**config.mk**
```make
export PLATFORM = sky130hd
export DESIGN_NAME = bdcc_top
export DESIGN_NICKNAME = d
export VERILOG_FILES = /design/src/bdcc_pkg.sv /design/src/bdcc_wait_gen.sv /design/src/bdcc_top.sv
export VERILOG_INCLUDE_DIRS = /design/src
export SDC_FILE = /design/constraint.sdc
export NUM_CORES = 1
export LEC_CHECK = 0
export BUFFER_PORTS_ARGS = -buffer_cell sky130_fd_sc_hd__buf_2
export CAP_MARGIN = 20
export CORE_AREA = 2 2 73 68
export DETAILED_ROUTE_END_ITERATION = 8
export DIE_AREA = 0 0 75 70
export PLACE_DENSITY = 0.76
export SYNTH_ARGS = -nofsm -noshare
export SYNTH_HDL_FRONTEND = slang
export SYNTH_HIERARCHICAL = 1
export SYNTH_SLANG_ARGS = --single-unit
```
**constraint.sdc**
```tcl
create_clock -name clk_sys -period 2.2 [get_ports clk_sys]
set_input_delay 0.22 -clock clk_sys [delete_from_list [all_inputs] [get_ports clk_sys]]
set_output_delay 0.22 -clock clk_sys [all_outputs]
set_load 0.02 [all_outputs]
```
**src/bdcc_regs.svh**
```systemverilog
// register offsets, field positions, reset values and timing of the backup clock control
`ifndef BDCC_REGS_SVH
`define BDCC_REGS_SVH

`define BDCC_OFS_CTRL 8'h20
`define BDCC_OFS_STAT 8'h40
`define BDCC_OFS_IEN 8'h44
`define BDCC_OFS_ICLR 8'h48

`define BDCC_BIT_OSC_EN 0
`define BDCC_BIT_OSC_RDY 1
`define BDCC_BIT_BYPASS 2
`define BDCC_BIT_SEL_LO 8
`define BDCC_BIT_SEL_HI 9
`define BDCC_BIT_RTC_GATE 15
`define BDCC_BIT_SOFT_RST 16

`define BDCC_RST_CTRL 32'h0000_0000
`define BDCC_RST_IRQ 4'h0

`define BDCC_NUM_EVENTS 4
`define BDCC_EV_RDY_RISE 0
`define BDCC_EV_RDY_FALL 1
`define BDCC_EV_WR_BLOCK 2
`define BDCC_EV_SEL_LOCK 3

`define BDCC_WAIT_MAX 3

`endif

```
**src/bdcc_pkg.sv**
```systemverilog
// types shared by the backup clock control files
`default_nettype none

package bdcc_pkg;

  // order gives the codes 0..3 of the source field
  typedef enum logic [1:0] {
    SRC_NONE,
    SRC_SLOW_EXT,
    SRC_SLOW_INT,
    SRC_FAST_EXT_DIV128
  } bdcc_rtc_src_t;

  typedef struct packed {
    logic backupDomainSoftReset;
    logic rtcClockGateEnable;
    bdcc_rtc_src_t rtcClockSourceSelect;
    logic slowExtOscBypass;
    logic slowExtOscEnable;
  } bdcc_ctrl_t;

  typedef struct packed {
    logic [7:0] paddr;
    logic psel;
    logic penable;
    logic pwrite;
    logic [31:0] pwdata;
    logic [3:0] pstrb;
  } bdcc_apb_req_t;

  typedef struct packed {
    logic [31:0] prdata;
    logic pready;
    logic pslverr;
  } bdcc_apb_rsp_t;

endpackage

`default_nettype wire

```
**src/bdcc_wait_gen.sv**
```systemverilog
// wait-state generator for the register bus
`include "bdcc_regs.svh"
`default_nettype none

module bdcc_wait_gen #(
  parameter int unsigned BACK_TO_BACK_WAIT = `BDCC_WAIT_MAX
) (
  input wire logic clk_sys,
  input wire logic srst,
  input wire logic ce,
  input wire logic setupPhase,
  input wire logic accessPhase,
  input wire logic readyQ,
  output logic readyNext
);

  initial
  begin
    if (BACK_TO_BACK_WAIT > `BDCC_WAIT_MAX)
      $error("bdcc_wait_gen: wait count above the supported maximum");
  end

  logic [1:0] waitCnt_q;
  logic [1:0] waitCnt_d;
  logic lastDone_q;
  logic backToBack;
  logic [1:0] waitLoad;

  // ---------------------------------------------------------------
  // wait count
  // ---------------------------------------------------------------
  assign backToBack = setupPhase && lastDone_q;
  assign waitLoad = backToBack ? 2'(BACK_TO_BACK_WAIT) : 2'h0;
  assign waitCnt_d = setupPhase ? waitLoad :
                     (accessPhase && waitCnt_q != 2'h0) ? waitCnt_q - 2'h1 : waitCnt_q;
  // ready is registered, so it is chosen one cycle early
  assign readyNext = setupPhase ? (waitLoad == 2'h0) :
                     (accessPhase && !readyQ && waitCnt_q == 2'h1);

  always_ff @(posedge clk_sys)
  begin
    if (srst)
    begin
      waitCnt_q <= 2'h0;
      lastDone_q <= 1'b0;
    end
    else if (ce)
    begin
      waitCnt_q <= waitCnt_d;
      lastDone_q <= accessPhase && readyQ;
    end
  end

endmodule

`default_nettype wire

```
**src/bdcc_top.sv**
```systemverilog
// backup-domain clock control: control register, apb slave and event interrupt
//
// Overview of operation
// control register cleared only by backup reset
// word/half/byte access, zero to three waits
// protected fields change only with write enable
// bit 0 switches slow external oscillator
// bit 1 shows slow external clock ready
// bit 2 selects external clock bypass
// bits 9:8 route the rtc clock source
// rtc source changes only after domain reset
// bit 15 gates the rtc clock
// bit 16 holds backup domain in reset
// reserved bits read zero, ignore writes
`include "bdcc_regs.svh"
`default_nettype none

module bdcc_top #(
  parameter int unsigned BACK_TO_BACK_WAIT = `BDCC_WAIT_MAX,
  parameter int unsigned NUM_EVENTS = `BDCC_NUM_EVENTS
) (
  input wire logic clk_sys,
  input wire logic srst,
  input wire logic ce,
  input wire logic backupPowerReset,
  input wire logic backupWriteEnable,
  input wire logic slowExtOscReadyRaw,
  input wire bdcc_pkg::bdcc_apb_req_t apbReq,
  output bdcc_pkg::bdcc_apb_rsp_t apbRsp,
  output logic slowExtOscEnable,
  output logic slowExtOscBypass,
  output bdcc_pkg::bdcc_rtc_src_t rtcClockSourceSelect,
  output logic rtcClockGate,
  output logic backupDomainReset,
  output logic irq
);

  initial
  begin
    if (NUM_EVENTS != `BDCC_NUM_EVENTS)
      $error("bdcc_top: event count must match the status layout");
    if (BACK_TO_BACK_WAIT > `BDCC_WAIT_MAX)
      $error("bdcc_top: wait count above the supported maximum");
  end

  // ---------------------------------------------------------------
  // decode helpers
  // ---------------------------------------------------------------
  function automatic logic addrHit(input logic [7:0] addr, input logic [7:0] ofs);
    addrHit = (addr[7:2] == ofs[7:2]);
  endfunction

  function automatic logic [31:0] laneMask(input logic [3:0] strb);
    laneMask = {{8{strb[3]}}, {8{strb[2]}}, {8{strb[1]}}, {8{strb[0]}}};
  endfunction

  // bits that exist in the control word; everything else reads zero
  function automatic logic [31:0] definedBits();
    definedBits = 32'h0;
    definedBits[`BDCC_BIT_OSC_EN] = 1'b1;
    definedBits[`BDCC_BIT_OSC_RDY] = 1'b1;
    definedBits[`BDCC_BIT_BYPASS] = 1'b1;
    definedBits[`BDCC_BIT_SEL_LO] = 1'b1;
    definedBits[`BDCC_BIT_SEL_HI] = 1'b1;
    definedBits[`BDCC_BIT_RTC_GATE] = 1'b1;
    definedBits[`BDCC_BIT_SOFT_RST] = 1'b1;
  endfunction

  // ---------------------------------------------------------------
  // ready input synchroniser
  // ---------------------------------------------------------------
  logic rdySync1_q;
  logic rdySync2_q;
  logic rdyPrev_q;
  logic [2:0] rdyFill_q;
  logic rdyEdgeValid;

  always_ff @(posedge clk_sys)
  begin
    if (srst)
    begin
      rdySync1_q <= 1'b0;
      rdySync2_q <= 1'b0;
      rdyPrev_q <= 1'b0;
      rdyFill_q <= 3'h0;
    end
    else if (ce)
    begin
      rdySync1_q <= slowExtOscReadyRaw;
      rdySync2_q <= rdySync1_q;
      rdyPrev_q <= rdySync2_q;
      rdyFill_q <= {rdyFill_q[1:0], 1'b1};
    end
  end

  // stages restart empty after srst: a steady ready pin must not look like an edge
  assign rdyEdgeValid = rdyFill_q[2];

  // ---------------------------------------------------------------
  // bus phases
  // ---------------------------------------------------------------
  logic pready_q;
  logic pslverr_q;
  logic [31:0] prdata_q;
  logic setupPhase;
  logic accessPhase;
  logic commit;
  logic readyNext;
  logic wrCommit;
  logic hitCtrl;
  logic hitStat;
  logic hitIen;
  logic hitIclr;
  logic hitAny;
  logic [31:0] wrMask;

  assign setupPhase = apbReq.psel && !apbReq.penable;
  assign accessPhase = apbReq.psel && apbReq.penable;
  assign commit = accessPhase && pready_q;
  assign wrCommit = commit && apbReq.pwrite;
  assign hitCtrl = addrHit(apbReq.paddr, `BDCC_OFS_CTRL);
  assign hitStat = addrHit(apbReq.paddr, `BDCC_OFS_STAT);
  assign hitIen = addrHit(apbReq.paddr, `BDCC_OFS_IEN);
  assign hitIclr = addrHit(apbReq.paddr, `BDCC_OFS_ICLR);
  assign hitAny = hitCtrl || hitStat || hitIen || hitIclr;
  // byte and half-word writes touch only their lanes of ctrl and ien; the clear register takes pwdata whatever the strobes
  assign wrMask = laneMask(apbReq.pstrb);

  bdcc_wait_gen #(
    .BACK_TO_BACK_WAIT(BACK_TO_BACK_WAIT)
  ) u_wait (
    .clk_sys(clk_sys),
    .srst(srst),
    .ce(ce),
    .setupPhase(setupPhase),
    .accessPhase(accessPhase),
    .readyQ(pready_q),
    .readyNext(readyNext)
  );

  // ---------------------------------------------------------------
  // control register
  // ---------------------------------------------------------------
  bdcc_pkg::bdcc_ctrl_t ctrl_q;
  bdcc_pkg::bdcc_ctrl_t ctrl_d;
  logic domainReset;
  logic ctrlWrite;
  logic [31:0] newWord;
  logic [31:0] oldWord;
  logic protectedTouched;
  logic selWriteTried;
  logic selAllowed;
  bdcc_pkg::bdcc_rtc_src_t selWritten;
  localparam logic [31:0] CTRL_RESET = `BDCC_RST_CTRL;

  assign domainReset = backupPowerReset || ctrl_q.backupDomainSoftReset;
  assign ctrlWrite = wrCommit && hitCtrl;
  assign oldWord = {15'h0, ctrl_q.backupDomainSoftReset, ctrl_q.rtcClockGateEnable,
                    5'h0, ctrl_q.rtcClockSourceSelect, 5'h0, ctrl_q.slowExtOscBypass,
                    1'b0, ctrl_q.slowExtOscEnable};
  assign newWord = (apbReq.pwdata & wrMask) | (oldWord & ~wrMask);
  assign protectedTouched = ctrlWrite && (apbReq.pstrb[0] || apbReq.pstrb[1]);
  assign selWritten = bdcc_pkg::bdcc_rtc_src_t'(newWord[`BDCC_BIT_SEL_HI:`BDCC_BIT_SEL_LO]);
  assign selWriteTried = ctrlWrite && backupWriteEnable && apbReq.pstrb[1]
                         && selWritten != ctrl_q.rtcClockSourceSelect;
  // once chosen the source is locked until the domain is reset
  assign selAllowed = ctrl_q.rtcClockSourceSelect == bdcc_pkg::SRC_NONE;

  always_comb
  begin
    ctrl_d = ctrl_q;
    if (ctrlWrite)
    begin
      // soft reset bit is not behind the write enable
      ctrl_d.backupDomainSoftReset = newWord[`BDCC_BIT_SOFT_RST];
      if (backupWriteEnable)
      begin
        ctrl_d.slowExtOscEnable = newWord[`BDCC_BIT_OSC_EN];
        ctrl_d.slowExtOscBypass = newWord[`BDCC_BIT_BYPASS];
        ctrl_d.rtcClockGateEnable = newWord[`BDCC_BIT_RTC_GATE];
        if (selAllowed)
          ctrl_d.rtcClockSourceSelect = selWritten;
      end
    end
    // while the domain is in reset everything but the reset bit stays clear
    if (ctrl_q.backupDomainSoftReset)
    begin
      ctrl_d.slowExtOscEnable = 1'b0;
      ctrl_d.slowExtOscBypass = 1'b0;
      ctrl_d.rtcClockGateEnable = 1'b0;
      ctrl_d.rtcClockSourceSelect = bdcc_pkg::SRC_NONE;
    end
  end

  // system reset deliberately absent: only the backup domain clears this
  always_ff @(posedge clk_sys)
  begin
    if (backupPowerReset)
    begin
      ctrl_q.slowExtOscEnable <= CTRL_RESET[`BDCC_BIT_OSC_EN];
      ctrl_q.slowExtOscBypass <= CTRL_RESET[`BDCC_BIT_BYPASS];
      ctrl_q.rtcClockSourceSelect <=
        bdcc_pkg::bdcc_rtc_src_t'(CTRL_RESET[`BDCC_BIT_SEL_HI:`BDCC_BIT_SEL_LO]);
      ctrl_q.rtcClockGateEnable <= CTRL_RESET[`BDCC_BIT_RTC_GATE];
      ctrl_q.backupDomainSoftReset <= CTRL_RESET[`BDCC_BIT_SOFT_RST];
    end
    else if (ce)
      ctrl_q <= ctrl_d;
  end

  // ---------------------------------------------------------------
  // clock control outputs
  // ---------------------------------------------------------------
  logic rtcGateNext;

  // a gate with no source would pass nothing, so keep it closed
  assign rtcGateNext = ctrl_d.rtcClockGateEnable
                       && ctrl_d.rtcClockSourceSelect != bdcc_pkg::SRC_NONE;

  always_ff @(posedge clk_sys)
  begin
    if (backupPowerReset)
    begin
      slowExtOscEnable <= 1'b0;
      slowExtOscBypass <= 1'b0;
      rtcClockSourceSelect <= bdcc_pkg::SRC_NONE;
      rtcClockGate <= 1'b0;
      backupDomainReset <= 1'b1;
    end
    else if (ce)
    begin
      slowExtOscEnable <= ctrl_d.slowExtOscEnable;
      slowExtOscBypass <= ctrl_d.slowExtOscBypass;
      rtcClockSourceSelect <= ctrl_d.rtcClockSourceSelect;
      rtcClockGate <= rtcGateNext;
      backupDomainReset <= ctrl_d.backupDomainSoftReset || domainReset;
    end
  end

  // ---------------------------------------------------------------
  // events and interrupt
  // ---------------------------------------------------------------
  logic [NUM_EVENTS-1:0] evPulse;
  logic [NUM_EVENTS-1:0] stat_q;
  logic [NUM_EVENTS-1:0] ien_q;
  logic [NUM_EVENTS-1:0] clrReq;
  logic [NUM_EVENTS-1:0] ienWord;

  assign evPulse[`BDCC_EV_RDY_RISE] = rdyEdgeValid && rdySync2_q && !rdyPrev_q;
  assign evPulse[`BDCC_EV_RDY_FALL] = rdyEdgeValid && !rdySync2_q && rdyPrev_q;
  assign evPulse[`BDCC_EV_WR_BLOCK] = protectedTouched && !backupWriteEnable;
  assign evPulse[`BDCC_EV_SEL_LOCK] = selWriteTried && !selAllowed;
  assign clrReq = (wrCommit && hitIclr) ? apbReq.pwdata[NUM_EVENTS-1:0] : '0;
  assign ienWord = (apbReq.pwdata[NUM_EVENTS-1:0] & wrMask[NUM_EVENTS-1:0])
                   | (ien_q & ~wrMask[NUM_EVENTS-1:0]);

  // an event in the clearing cycle survives the clear
  for (genvar i = 0; i < NUM_EVENTS; i++)
  begin : g_stat
    always_ff @(posedge clk_sys)
    begin
      if (srst)
        stat_q[i] <= 1'b0;
      else if (ce)
        stat_q[i] <= evPulse[i] || (stat_q[i] && !clrReq[i]);
    end
  end

  always_ff @(posedge clk_sys)
  begin
    if (srst)
    begin
      ien_q <= `BDCC_RST_IRQ;
      irq <= 1'b0;
    end
    else if (ce)
    begin
      if (wrCommit && hitIen)
        ien_q <= ienWord;
      irq <= |(stat_q & ien_q);
    end
  end

  // ---------------------------------------------------------------
  // read data and bus answer
  // ---------------------------------------------------------------
  logic [31:0] rdWord;
  logic [31:0] ctrlRead;

  // unused field bits are built as constant zero
  assign ctrlRead = (oldWord | {30'h0, rdySync2_q, 1'b0}) & definedBits();
  assign rdWord = hitCtrl ? ctrlRead :
                  hitStat ? {{(32-NUM_EVENTS){1'b0}}, stat_q} :
                  hitIen ? {{(32-NUM_EVENTS){1'b0}}, ien_q} :
                  32'h0;

  always_ff @(posedge clk_sys)
  begin
    if (srst)
    begin
      pready_q <= 1'b0;
      pslverr_q <= 1'b0;
      prdata_q <= 32'h0;
    end
    else if (ce)
    begin
      pready_q <= readyNext;
      if (readyNext)
      begin
        pslverr_q <= !hitAny;
        prdata_q <= apbReq.pwrite ? 32'h0 : rdWord;
      end
      else if (commit)
      begin
        pslverr_q <= 1'b0;
        prdata_q <= 32'h0;
      end
    end
  end

  assign apbRsp.prdata = prdata_q;
  assign apbRsp.pready = pready_q;
  assign apbRsp.pslverr = pslverr_q;

endmodule

`default_nettype wire

```
==> out/summary.txt <==
status: completed
Num CTS Buffers: 5
Tcrit/Tclk final: 77.4%
Placed Instances: 327
Unique masters post-synth: 45
DR DRC count: 0
H-tree Lvls: 2
Total Power: 1.47 mW
crit end category: flip-flop
Final Slew Violations: 0
RSZ-0062 raised after global routing: no
Chip Width: 75 um
CTS tree: built
Post-synth EDFFs: 0
Setup crit start kind: flip-flop
die area: 5250 sq um
Mapped Area: 2030 sq um
synthesis-to-layout area growth: 12.9%
fill cell count: 445
Routed Antenna Nets: 0
proportion of synthesized area in mux cells: 7.52%
Post-CTS Setup Inserts: 0
Clock Sinks: 36
arrival time at the worst endpoint: 1.85 ns
MaxCap Viol Count: 0
drt total wl: 4.16 mm
Clk Latency, worst-skew pair: 0.28 ns
sequential share of the synthesized area: 35.5%
commonest non-fill, non-tap cells in the layout: 42 x buf_2, 36 x dfxtp_1, 24 x nor2_1, 24 x conb_1, 15 x a21oi_1
cells on worst reg2reg path: 5
CTS max path bufs: 2
# port buffers: 42
adder and majority gate portion of the synthesized area: 1.23%
# resized after CTS: 0
most common cell after layout, fill and taps aside: buf_2
worst slack at placement: 0.278 ns
initial antenna violation count: 0
CP Data Required Time: 2.35 ns
most used flip-flop cell after synthesis: dfxtp_1
Slew @ Worst Pin: 0.559 ns
drt pass-1 iters: 4
Sum Neg Setup Slack: 0 ns
GRT Util Overall: 16.3%
vias: 1655
grt ovf: 0
placed cell area: 2170 sq um
GPL Wtd Cong: 0.795
Hold Vio Cnt, Final: 0
pwr dens: 643 nW/um^2
Post-Synth Simple-Gate Area: 25.0%
via/cell ratio: 4.94
Core Area: 4590 sq um
Synth Area in Compound Gates: 14.8%
VDD IR max: 0.000436 V
Gate Count Post-Synth: 231
share of cells above drive strength 1: 24.4%
largest family of logic cells by synthesized area: simple AND/OR/NAND/NOR gates
DR WL/cell: 12.4 um
Highest Clock Rate: 587 MHz
crit path max fanout: 6
register area: 721 sq um
Die Height: 70 um
Avg Cell Area, Syn: 8.79 sq um
XOR/XNOR Fraction of Synth Area: 0%
io pins: 94
dpl hpwl: 3.16 mm
r2r setup slk: 0.50 ns
Hold WS: 0.158 ns
row count: 24
Root Buffer: clkbuf_8
final worst slack: 0.496 ns
Crit Path Class: reg -> reg
vias in the first global route: 1514
fin nets: 324
Worst-path clk slew: 0.07 ns
# setup viols final: 0
Yosys warning total: 6
Initial Util: 44.2%
hold bufs inserted after CTS: 0
Leakage Power: 0.993 nW
worst hold path type: in -> reg
initial DRC count: 61
post-layout util: 49.9%
worst hold path depth: 2
first-pass GRT wire length: 6.72 mm
Worst Skew: 0.00370 ns
FFs w/ async S/R, synth: 0%
Multi-input gate area: 1070 sq um
fin area: 2290 sq um
Synth Register Bits: 36
pin count of the biggest net entering global routing: 31
fin crit period: 1.70 ns
n_diodes: 0
final std cells w/o fill: 335
Worst slew margin: 62.7%
power breakdown:
group,internal (mW),switching [mW]
registers,0.663,0.00732
clock network,0.400,0.236
logic,0.0512,0.117
layout make-up:
type                       instances  share of cell area (%)
multi-input combinational        168                    46.9
sequential                        36                    31.4
timing repair buffer              47                    10.8
clock buffer                       7                    4.20
tap                               65                    3.55
inverter                          11                    1.80
clock inverter                     1                    1.31
routing by layer:
metal	part of all wire (%)	vias to the layer above	track usage (%)
met2	45	48	24.6
met1	47	765	22.5
met3	5.9	7	3.61
li1	-	835	-
met4	1.7	0	6.15
met5	0	-	0
cells in the mapped netlist (2+ instances only):
master	n	area share [%]
nand4_1	4	1.2
buf_4	29	11
o221a_1	2	1.1
a22oi_1	6	2.2
inv_1	11	2.0
ha_1	2	1.2
nor3_1	6	1.5
a21oi_1	15	3.7
nand2b_1	10	3.1
clkbuf_1	5	0.92
nand2_1	13	2.4
mux2i_1	13	6.4
nand3b_1	3	1.1
o21ai_1	8	2.0
dfxtp_1	36	36
nand3_1	6	1.5
o21ai_0	3	0.74
a21boi_0	2	0.74
nor2_1	24	4.4
o211a_1	2	0.99
nor4_4	4	4.2
buf_6	3	1.7
o2111ai_1	2	0.86
cells by family (layout without fill, tap and decap cells):
kind of cell               count (synthesis)  after routing
buffers and inverters                     50             66
muxes                                     15             15
other                                      1             24
adders and majority gates                  2              2
AOI/OAI and AO/OA                         45             45
and+or+nand+nor                           82             82
DFF                                       36             36
worst paths after layout:
check,from,end
setup / recovery,pready_q$_SDFFE_PP0P_,stat_q[0]$_SDFFE_PP0P_
hold reg to reg,prdata_q[1]$_SDFFE_PP0P_,prdata_q[1]$_SDFFE_PP0P_
setup reg to reg,pready_q$_SDFFE_PP0P_,stat_q[0]$_SDFFE_PP0P_
hold / removal,backupPowerReset,ctrl_q[4]$_SDFFE_PP0P_
worst max-delay path, stage by stage (launching register included):
cell     delay [ns]
dfxtp_1        0.41
nand4_1        0.11
buf_4          0.20
or4_1          0.61
o21ai_1        0.17
a21oi_1        0.07
Note: power is estimated with default switching activity, not from simulation.
